$ cat src/core/dram_pwr_pkg.sv
// Constants and types for the bank and power-state controller
package dram_pwr_pkg;
   // Register byte offsets
   localparam logic [7:0] MODE_OFS = 8'h00;
   localparam logic [7:0] STATUS_OFS = 8'h04;
   localparam logic [7:0] CAPTURE_OFS = 8'h08;
   localparam logic [12:0] MODE_RESET = 13'h0000;
   // Mode field positions and the precharge-all address bit
   localparam int WR_LSB = 9;
   localparam int WR_MSB = 11;
   localparam int PD_SLOW_BIT = 12;
   localparam int PRE_ALL_BIT = 10;
   // Timing: ps figures and clock
   localparam int CLK_PERIOD_PS = 10000;
   localparam int REFRESH_CYCLE_TIME_PS = 127500;
   localparam int SELFREF_EXIT_NONREAD_TIME_PS = 137500;
   localparam int REFRESH_CYCLES =
      (REFRESH_CYCLE_TIME_PS + CLK_PERIOD_PS - 1) / CLK_PERIOD_PS;
   localparam int SELFREF_EXIT_NONREAD_CYCLES =
      (SELFREF_EXIT_NONREAD_TIME_PS + CLK_PERIOD_PS - 1) / CLK_PERIOD_PS;
   localparam int SELFREF_EXIT_READ_CYCLES = 200;
   localparam int FAST_PD_EXIT_READ_DELAY = 2;
   localparam int SLOW_PD_EXIT_READ_DELAY = 6;
   localparam int PD_EXIT_NONREAD_DELAY = 2;
   localparam int CLK_GATE_MIN_PULSE = 3;

   typedef enum logic [2:0] {
      CMD_NOP, CMD_ACT, CMD_READ, CMD_WRITE, CMD_PRE, CMD_REF, CMD_LMODE
   } dram_cmd_t;

   typedef enum logic [1:0] {
      PWR_ON, PWR_PRE_PD, PWR_ACT_PD, PWR_SELF_REF
   } pwr_t;

   // Pins from the memory controller
   typedef struct packed {
      logic        clk_gate;
      logic        cs_n;
      logic        ras_n;
      logic        cas_n;
      logic        we_n;
      logic [2:0]  bank;
      logic [12:0] addr;
      logic        termination_enable;
      logic        burst_end;
      logic        lower_byte_strobe;
      logic        upper_byte_strobe;
      logic [15:0] dq;
   } dram_pins_t;
endpackage

$ cat src/core/dram_pwr_ctrl.sv
// Bank, refresh and power-state control with an AHB-Lite register port
`timescale 1ns/10ps
`default_nettype none
module dram_pwr_ctrl
   import dram_pwr_pkg::*;
(
   // Clock and reset
   input  wire logic                    hclk,
   input  wire logic                    hresetn,
   // AHB-Lite slave
   input  wire logic                    hsel,
   input  wire logic [31:0]             haddr,
   input  wire logic [1:0]              htrans,
   input  wire logic                    hwrite,
   input  wire logic [2:0]              hsize,
   input  wire logic [31:0]             hwdata,
   input  wire logic                    hready,
   output logic                         hreadyout,
   output logic                         hresp,
   output logic [31:0]                  hrdata,
   // Device pins
   input  wire dram_pwr_pkg::dram_pins_t pins,
   // Device state
   output logic [7:0]                   bank_open,
   output dram_pwr_pkg::pwr_t           pwr_state,
   output logic                         refresh_busy,
   output logic                         dll_frozen,
   output logic                         input_buffers_on,
   output logic                         read_allowed,
   output logic                         nonread_allowed
);
   import dram_pwr_pkg::*;

   dram_pins_t  pin_meta;
   dram_pins_t  pin_s;
   logic        gate_q;
   logic [12:0] mode_reg;
   logic [15:0] capture;
   logic        lstb_q;
   logic        ustb_q;
   logic [7:0]  ref_cnt;
   logic [7:0]  read_wait;
   logic [7:0]  nonread_wait;
   logic        ap_pend;
   logic        ap_write;
   logic [2:0]  ap_bank;
   logic [3:0]  ap_cnt;
   logic        ap_close;
   dram_cmd_t   cmd;
   logic        nop_like;
   logic        a_valid;
   logic        a_write;
   logic [7:0]  a_addr;

   function automatic dram_cmd_t decode(input dram_pins_t p);
      logic [2:0] c;
      c = {p.ras_n, p.cas_n, p.we_n};
      if (p.cs_n) begin
         return CMD_NOP;
      end
      unique case (c)
         3'h3: return CMD_ACT;
         3'h5: return CMD_READ;
         3'h4: return CMD_WRITE;
         3'h2: return CMD_PRE;
         3'h1: return CMD_REF;
         3'h0: return CMD_LMODE;
         default: return CMD_NOP;
      endcase
   endfunction

   // Pin synchroniser
   always_ff @(posedge hclk or negedge hresetn) begin
      if (!hresetn) begin
         pin_meta <= '0;
         pin_s    <= '0;
         gate_q   <= 1'b0;
      end else begin
         pin_meta <= pins;
         pin_s    <= pin_meta;
         gate_q   <= pin_s.clk_gate;
      end
   end

   assign cmd      = decode(pin_s);
   assign nop_like = (cmd == CMD_NOP);

   // Byte capture on rising strobes
   always_ff @(posedge hclk or negedge hresetn) begin
      if (!hresetn) begin
         capture <= 16'h0000;
         lstb_q  <= 1'b0;
         ustb_q  <= 1'b0;
      end else begin
         lstb_q <= pin_s.lower_byte_strobe;
         ustb_q <= pin_s.upper_byte_strobe;
         if (pin_s.lower_byte_strobe && !lstb_q) begin
            capture[7:0] <= pin_s.dq[7:0];
         end
         if (pin_s.upper_byte_strobe && !ustb_q) begin
            capture[15:8] <= pin_s.dq[15:8];
         end
      end
   end

   // Mode register: load-mode command wins over a bus write
   always_ff @(posedge hclk or negedge hresetn) begin
      if (!hresetn) begin
         mode_reg <= MODE_RESET;
      end else if (gate_q && pin_s.clk_gate && cmd == CMD_LMODE
                   && pin_s.bank == 3'h0) begin
         mode_reg <= pin_s.addr;
      end else if (a_valid && a_write && a_addr == MODE_OFS) begin
         mode_reg <= hwdata[12:0];
      end
   end

   // Auto precharge scheduling
   always_ff @(posedge hclk or negedge hresetn) begin
      if (!hresetn) begin
         ap_pend  <= 1'b0;
         ap_write <= 1'b0;
         ap_bank  <= 3'h0;
         ap_cnt   <= 4'h0;
      end else begin
         if (ap_close) begin
            ap_pend <= 1'b0;
         end else if (ap_pend && ap_cnt != 4'h0) begin
            ap_cnt <= ap_cnt - 4'h1;
         end else if (ap_pend && pin_s.burst_end && ap_write) begin
            // Recovery from burst end, masked data or not
            ap_cnt <= {1'b0, mode_reg[WR_MSB:WR_LSB]} + 4'h1;
         end
         if (gate_q && (cmd == CMD_READ || cmd == CMD_WRITE)
             && pin_s.addr[PRE_ALL_BIT]) begin
            ap_pend  <= 1'b1;
            ap_write <= (cmd == CMD_WRITE);
            ap_bank  <= pin_s.bank;
            ap_cnt   <= 4'h0;
         end
      end
   end

   assign ap_close = ap_pend && ((ap_cnt == 4'h1)
                     || (!ap_write && pin_s.burst_end && ap_cnt == 4'h0));

   // Per-bank open flags
   always_ff @(posedge hclk or negedge hresetn) begin
      if (!hresetn) begin
         bank_open <= 8'h00;
      end else begin
         for (int b = 0; b < 8; b++) begin
            if (gate_q && cmd == CMD_ACT && pin_s.bank == 3'(b)) begin
               bank_open[b] <= 1'b1;
            end else if (gate_q && cmd == CMD_PRE
                         && (pin_s.addr[PRE_ALL_BIT]
                             || pin_s.bank == 3'(b))) begin
               bank_open[b] <= 1'b0;
            end else if (ap_close && ap_bank == 3'(b)) begin
               bank_open[b] <= 1'b0;
            end
         end
      end
   end

   // Power state
   always_ff @(posedge hclk or negedge hresetn) begin
      if (!hresetn) begin
         pwr_state <= PWR_ON;
      end else begin
         unique case (pwr_state)
            PWR_ON: begin
               if (gate_q && !pin_s.clk_gate && cmd == CMD_REF
                   && bank_open == 8'h00) begin
                  pwr_state <= PWR_SELF_REF;
               end else if (gate_q && !pin_s.clk_gate && nop_like) begin
                  pwr_state <= (bank_open == 8'h00) ? PWR_PRE_PD
                               : PWR_ACT_PD;
               end
            end
            PWR_PRE_PD, PWR_ACT_PD: begin
               if (pin_s.clk_gate && nop_like) begin
                  pwr_state <= PWR_ON;
               end
            end
            PWR_SELF_REF: begin
               if (pin_s.clk_gate) begin
                  pwr_state <= PWR_ON;
               end
            end
         endcase
      end
   end

   assign dll_frozen       = (pwr_state == PWR_PRE_PD) ||
                             (pwr_state == PWR_SELF_REF);
   assign input_buffers_on = (pwr_state == PWR_ON);

   // Refresh busy timer
   always_ff @(posedge hclk or negedge hresetn) begin
      if (!hresetn) begin
         ref_cnt <= 8'h00;
      end else if (gate_q && pin_s.clk_gate && cmd == CMD_REF) begin
         ref_cnt <= 8'(REFRESH_CYCLES);
      end else if (ref_cnt != 8'h00) begin
         ref_cnt <= ref_cnt - 8'h01;
      end
   end
   assign refresh_busy = (ref_cnt != 8'h00);

   // Exit timers
   always_ff @(posedge hclk or negedge hresetn) begin
      if (!hresetn) begin
         read_wait    <= 8'h00;
         nonread_wait <= 8'h00;
      end else if (pwr_state == PWR_SELF_REF && pin_s.clk_gate) begin
         read_wait    <= 8'(SELFREF_EXIT_READ_CYCLES);
         nonread_wait <= 8'(SELFREF_EXIT_NONREAD_CYCLES);
      end else if (pwr_state == PWR_ACT_PD && pin_s.clk_gate
                   && nop_like) begin
         read_wait    <= mode_reg[PD_SLOW_BIT]
                         ? 8'(SLOW_PD_EXIT_READ_DELAY)
                         : 8'(FAST_PD_EXIT_READ_DELAY);
         nonread_wait <= 8'(PD_EXIT_NONREAD_DELAY);
      end else if (pwr_state == PWR_PRE_PD && pin_s.clk_gate
                   && nop_like) begin
         read_wait    <= 8'(PD_EXIT_NONREAD_DELAY);
         nonread_wait <= 8'(PD_EXIT_NONREAD_DELAY);
      end else begin
         if (read_wait != 8'h00) begin
            read_wait <= read_wait - 8'h01;
         end
         if (nonread_wait != 8'h00) begin
            nonread_wait <= nonread_wait - 8'h01;
         end
      end
   end
   assign read_allowed    = (pwr_state == PWR_ON) && (read_wait == 8'h00);
   assign nonread_allowed = (pwr_state == PWR_ON) && (nonread_wait == 8'h00);

   // AHB-Lite slave, zero wait states
   always_ff @(posedge hclk or negedge hresetn) begin
      if (!hresetn) begin
         a_valid <= 1'b0;
         a_write <= 1'b0;
         a_addr  <= 8'h00;
         hrdata  <= 32'h0000_0000;
      end else begin
         a_valid <= hsel && htrans[1] && hready;
         a_write <= hwrite;
         a_addr  <= haddr[7:0];
         if (hsel && htrans[1] && hready && !hwrite) begin
            unique case (haddr[7:0])
               MODE_OFS:    hrdata <= {19'h0, mode_reg};
               STATUS_OFS:  hrdata <= {8'h00, ref_cnt, 1'b0,
                               nonread_allowed, read_allowed, dll_frozen,
                               refresh_busy, ap_pend, pwr_state, bank_open};
               CAPTURE_OFS: hrdata <= {16'h0, capture};
               default:     hrdata <= 32'h0000_0000;
            endcase
         end
      end
   end
   assign hreadyout = 1'b1;
   assign hresp     = 1'b0;
endmodule
`default_nettype wire

$ cat config.mk
export PLATFORM = sky130hd
export DESIGN_NAME = dram_pwr_ctrl
export DESIGN_NICKNAME = d
export VERILOG_FILES = /design/src/core/dram_pwr_pkg.sv /design/src/core/dram_pwr_ctrl.sv
export SDC_FILE = /design/constraint.sdc
export NUM_CORES = 1
export LEC_CHECK = 0
export ABC_AREA = 1
export BUFFER_PORTS_ARGS = -buffer_cell sky130_fd_sc_hd__buf_2
export CAP_MARGIN = 10
export CELL_PAD_IN_SITES_DETAIL_PLACEMENT = 1
export CELL_PAD_IN_SITES_GLOBAL_PLACEMENT = 1
export CORE_ASPECT_RATIO = 1.1
export CORE_MARGIN = 2
export CORE_UTILIZATION = 41
export DETAILED_ROUTE_END_ITERATION = 8
export PLACE_DENSITY = 0.76
export SLEW_MARGIN = 20
export SYNTH_ARGS = -nofsm -noshare
export SYNTH_HDL_FRONTEND = slang
export SYNTH_SLANG_ARGS = --single-unit
$ cat constraint.sdc
create_clock -name hclk -period 1.9 [get_ports hclk]
set_clock_uncertainty 0.2 [all_clocks]
set_input_delay 0 -clock hclk [delete_from_list [all_inputs] [get_ports hclk]]
set_output_delay 0 -clock hclk [all_outputs]
set_load 0.01 [all_outputs]
* Word level (Yosys, flattened, before mapping)
Cells that the tools add are included.
** Word-level totals
- Flip-flop bits (word level) :: 197
- Word-level logic and storage cells :: 247
- Output and inout bits :: 49
** Cells by class
- Equal/unequal tests :: 35
- Multiplexer cells :: 54
- Reductions and logical operators :: 105
- Add/subtract/negate cells :: 5
** Operators by type and width (count)
- 2-to-1 mux 8 bit :: 10
- one-hot mux 24 bit (3 select lines) :: 1
- logical AND 1 bit :: 57
- zero test 8 bit :: 5
- equality test 3 bit (second input constant) :: 13
- 2-to-1 mux 1 bit :: 27
- nonzero test 3 bit :: 9
- 2-to-1 mux 13 bit :: 2
- equality test 3 x 2 -> 1 bit (second input constant) :: 8
- nonzero test 8 bit :: 3
- subtractor 8 x 1 -> 8 bit (second input constant) :: 3
- one-hot mux 3 bit (6 select lines) :: 1
- 2-to-1 mux 4 bit :: 4
- equality test 3 x 1 -> 1 bit (second input constant) :: 4
- zero test 3 bit :: 4
- nonzero test 4 bit :: 3
- logical OR 1 bit :: 11
- 2-to-1 mux 2 bit :: 5
- 2-to-1 mux 3 bit :: 3
- equality test 8 x 3 -> 1 bit (second input constant) :: 1
- equality test 8 x 4 -> 1 bit (second input constant) :: 1
- one-hot mux 2 bit (3 select lines) :: 1
- nonzero test 2 bit :: 3
- zero test 1 bit :: 5
- 13 further kinds :: 15

* Depth between registers and ports, before layout
- Word-level depth :: 9
- Mapped depth :: 10
- Depth with buffers taken out :: 10

* Least setup slack after synthesis
No wires, ideal clock.
- Path kind :: flip-flop to flip-flop
- Start point :: reg pwr_state[1]
- End point :: reg read_wait[2]
- Data arrival time :: 1377 ps
- Stages on the path, launching flop included :: 9
- Setup slack :: 203 ps
- Clock period less this slack :: 1697 ps
- Cell sequence :: dfrtp_1 > inv_1 > ha_1 > nand2_1 > inv_1 > o21ai_2 > nand2_2 > o21ai_0 > nor2_1
** On the way
- Word-level cells in the longest chain between the ends :: 6
- Elaborated cells between the ends (all ways) :: 12
- Those cells by class :: eq/ne (3); mux (3); reduce/logical (6)
** RTL lines
- start: declaration :: line dram_pwr_ctrl.sv:25 : output dram_pwr_pkg::pwr_t pwr_state,
- start signal: assignment :: line dram_pwr_ctrl.sv:177 : pwr_state <= (bank_open == 8'h00) ? PWR_PRE_PD
- equality test 2 x 1 -> 1 bit :: line dram_pwr_ctrl.sv:225 : end else if (pwr_state == PWR_PRE_PD && pin_s.clk_gate
- logical AND 1 bit :: line dram_pwr_ctrl.sv:225
- logical AND 1 bit :: line dram_pwr_ctrl.sv:226 : && nop_like) begin
- 2-to-1 mux 8 bit :: line dram_pwr_ctrl.sv:225
- 2-to-1 mux 8 bit :: line dram_pwr_ctrl.sv:219 : end else if (pwr_state == PWR_ACT_PD && pin_s.clk_gate
- 2-to-1 mux 8 bit :: line dram_pwr_ctrl.sv:216 : end else if (pwr_state == PWR_SELF_REF && pin_s.clk_gate) begin
- end signal: assignment :: line dram_pwr_ctrl.sv:217 : read_wait <= 8'(SELFREF_EXIT_READ_CYCLES);
- end signal: assignment :: line dram_pwr_ctrl.sv:221 : read_wait <= mode_reg[PD_SLOW_BIT]
- end signal: assignment :: line dram_pwr_ctrl.sv:227 : read_wait <= 8'(PD_EXIT_NONREAD_DELAY);
- end: declaration :: line dram_pwr_ctrl.sv:42 : logic [7:0] read_wait;
Several ways; a longest one is shown, not always the timed one.
A chain may end at the register's enable or synchronous reset.

* Worst setup path after layout
- Start point :: reg ref_cnt[1]
- End point :: out refresh_busy
** On the way
- Word-level cells in the longest chain between the ends :: 1
** RTL lines
- start: declaration :: line dram_pwr_ctrl.sv:41 : logic [7:0] ref_cnt;
- start signal: assignment :: line dram_pwr_ctrl.sv:204 : ref_cnt <= 8'(REFRESH_CYCLES);
- start signal: assignment :: line dram_pwr_ctrl.sv:206 : ref_cnt <= ref_cnt - 8'h01;
- nonzero test 8 bit :: line dram_pwr_ctrl.sv:209 : assign refresh_busy = (ref_cnt != 8'h00);
- end: declaration :: line dram_pwr_ctrl.sv:26 : output logic refresh_busy,
No other way between the ends.

==> metrics <==
DR WL/cell 18.5 um; largest net degree at the start of global routing 60; Final #Nets 1193; Cells after Synth 813; FMAX between 0.5 and 0.6 GHz; main combinational cell family by area after synthesis simple AND/OR/NAND/NOR gates; clock sinks 189; Slew Viols, Final 0; clk buf depth 2; startpoint class of the critical path flip-flop; placed insts 1173; Least-Margin Pin Slew ~570 ps; Via density around 5.0; # fillers approximately 2100; max_slew headroom 0.619; via count approximately 6600; row cnt 52; antenna violations before repair 0; hold crit path type input pin to flip-flop; vias in the first global route 7426; Synth cell types 33; total global-route track usage 0.253; CP max stage cell dfrtp_1; Synth Area in Adders 0.0177; Final Util 0.573; Crit Path Max Fanout 4; # IOs between 150 and 200; layout cells sized above 1 0.220; post-route DRC violation count 0; CTS buffer count 17; largest stage delay on the critical path 410 ps; initial core utilization 0.420; Placed Area 8740 um^2; post-DP HPWL around 14000 um; XOR/XNOR Fraction of Synth Area 0.0113; drt first pass iters 4; CP Cell Sequence inv_1 -> ha_1 -> nand4_1 -> buf_4 -> buf_2; Compound-Gate Fraction of Synth Area 0.0361; mux cell area share after synthesis 0.0232; number of synthesized register bits about 190; clk slew on worst S/H paths 70 ps; leakage power approximately 0.0053 uW; Required @ worst endpoint 1700 ps; clk_lat worst skew approximately 450 ps; worst setup path startpoint ref_cnt[1]; Max rail drop VDD just under 0.8 mV; H-tree Lvls 4; first-pass GRT wire length slightly below 40000 um; n_diodes 0; Final Hold Viols 0; sequential cell area fraction in the yosys report 0.610; Design Area, Final 10600 um^2; commonest non-fill, non-tap cell in the layout nand2_1; ANT nets after route 0; fin cells about 1300; Die Height 148 um; total wire length 24500 um; hold_sp pins[36]; most frequent cells in the layout nand2_1 (202), dfrtp_1 (185), nand3_1 (124), buf_2 (104), dlygate4sd3_1 (103); maxcap violations 0; period utilization 0.983; Setup Viol. Count Final 0; P&R area growth vs syn 36.6%; Simple-Gate Fraction of Synth Area 0.248; area of the core 18500 um^2; IO buf count ~110; CTS tree yes; crit path DAT 1670 ps; pwr dens 1100 nW/um^2; Final min period roughly 1900 ps; crit end category primary output; yosys warns 0; RSZ-0062 raised after global routing yes; initial drt markers roughly 220; biggest regs pin_meta (40), pin_s (40), hrdata (24); Mean Syn Cell Area 9.54 um^2; Crit Path Category flip-flop to primary output; Root Buffer clkbuf_16; gpl congestion between 0.8 and 0.9; Overall Power approximately 12000 uW; Mapped Area approximately 7800 um^2; final setup TNS 0 ps; reg2reg start pin_s[39]; die area about 20000 um^2; Die X roughly 140 um; status finished, final reports clean; GRT overflow 0
-- cells in the mapped netlist, drive strengths merged --
cell type    n  area [um^2]
o211ai       2         15.0
mux2        16          180
nor3         6         41.3
o21bai       1         7.51
a31oi        1         6.26
and2         1         6.26
nand4        8         50.1
nand2      208          788
nor3b       13         97.6
xor2        10         87.6
and3         1         6.26
a21oi       17         85.1
inv         66          248
dfrtp      189         4730
o31ai        1         7.51
buf         21          136
clkbuf       7         27.5
conb         2         7.51
o21ai       31          159
nor2        73          289
ha          11          138
nand3      127          636
or2          1         6.26
-- where the power goes --
part	internal [uW]	total, uW	leakage (uW)	switching (uW)
combinational	1220	2890	0.00268	1660
sequential	4550	4990	0.00227	439
clock	1840	3780	0.000299	1950
-- worst max-delay path: cells and delay by family (launching register included) --
kind	cells	cell delay, ps
adders and majority gates	1	190
DFF	1	410
buffers and inverters	3	440
and+or+nand+nor	1	190
-- metrics by stage --
step           hold WS [ps]  worst slack, ps
2_1_floorplan          -496              203
3_3_place_gp           -195              126
3_5_place_dp           -192             89.0
4_1_cts               0.137             8.16
5_1_grt                5.30            -78.0
6_report               14.9             32.9
-- final timing paths --
path | endpoint | slack, ps | cells after the start
hold / removal | pin_meta[36] | 10 | 2
setup / recovery | refresh_busy | 30 | 5
hold reg to reg | pin_s[40] | 150 | 0
setup reg to reg | ref_cnt[0] | 110 | 8
max in group asynchronous | pwr_state[1] | 410 | 4
min in group asynchronous | pin_meta[34] | 470 | 3
-- repair_timing --
| action | 4_1_cts | 5_1_grt |
|---|---|---|
| buffers inserted | 6 | 9 |
| hold buffers | 103 | 0 |
| setup endpoints to repair | 2 | 20 |
| pin swaps | 3 | 2 |
| hold endpoints to repair | 269 | 0 |
| gates resized for setup | 12 | 19 |
-- logic make-up after synthesis --
| logic type | after synthesis |
|---|---|
| AOI/OAI and AO/OA | 53 |
| xor gates and xnor gates | 10 |
| adders and majority gates | 11 |
| buffers and inverters | 94 |
| DFF | 189 |
| muxes | 16 |
| other | 2 |
| and+or+nand+nor | 438 |
-- per-layer routing --
| metal | GRT usage | routed length [um] |
|---|---|---|
| met1 | 0.288 | 9490 |
| met4 | 0.0953 | 715 |
| met5 | 0 | 0 |
| met3 | 0.0423 | 771 |
| met2 | 0.473 | 13600 |
-- cell type report --
class | instances | area [um^2] | area share
Sequential cell | 189 | 4730 | 0.447
Multi-Input combinational cell | 538 | 2720 | 0.257
Timing Repair Buffer | 255 | 1960 | 0.185
Clock buffer | 17 | 425 | 0.0402
Tap cell | 243 | 304 | 0.0287
Inverter | 66 | 251 | 0.0237
Clock inverter | 15 | 203 | 0.0191
(Power assumes the default switching activity.)
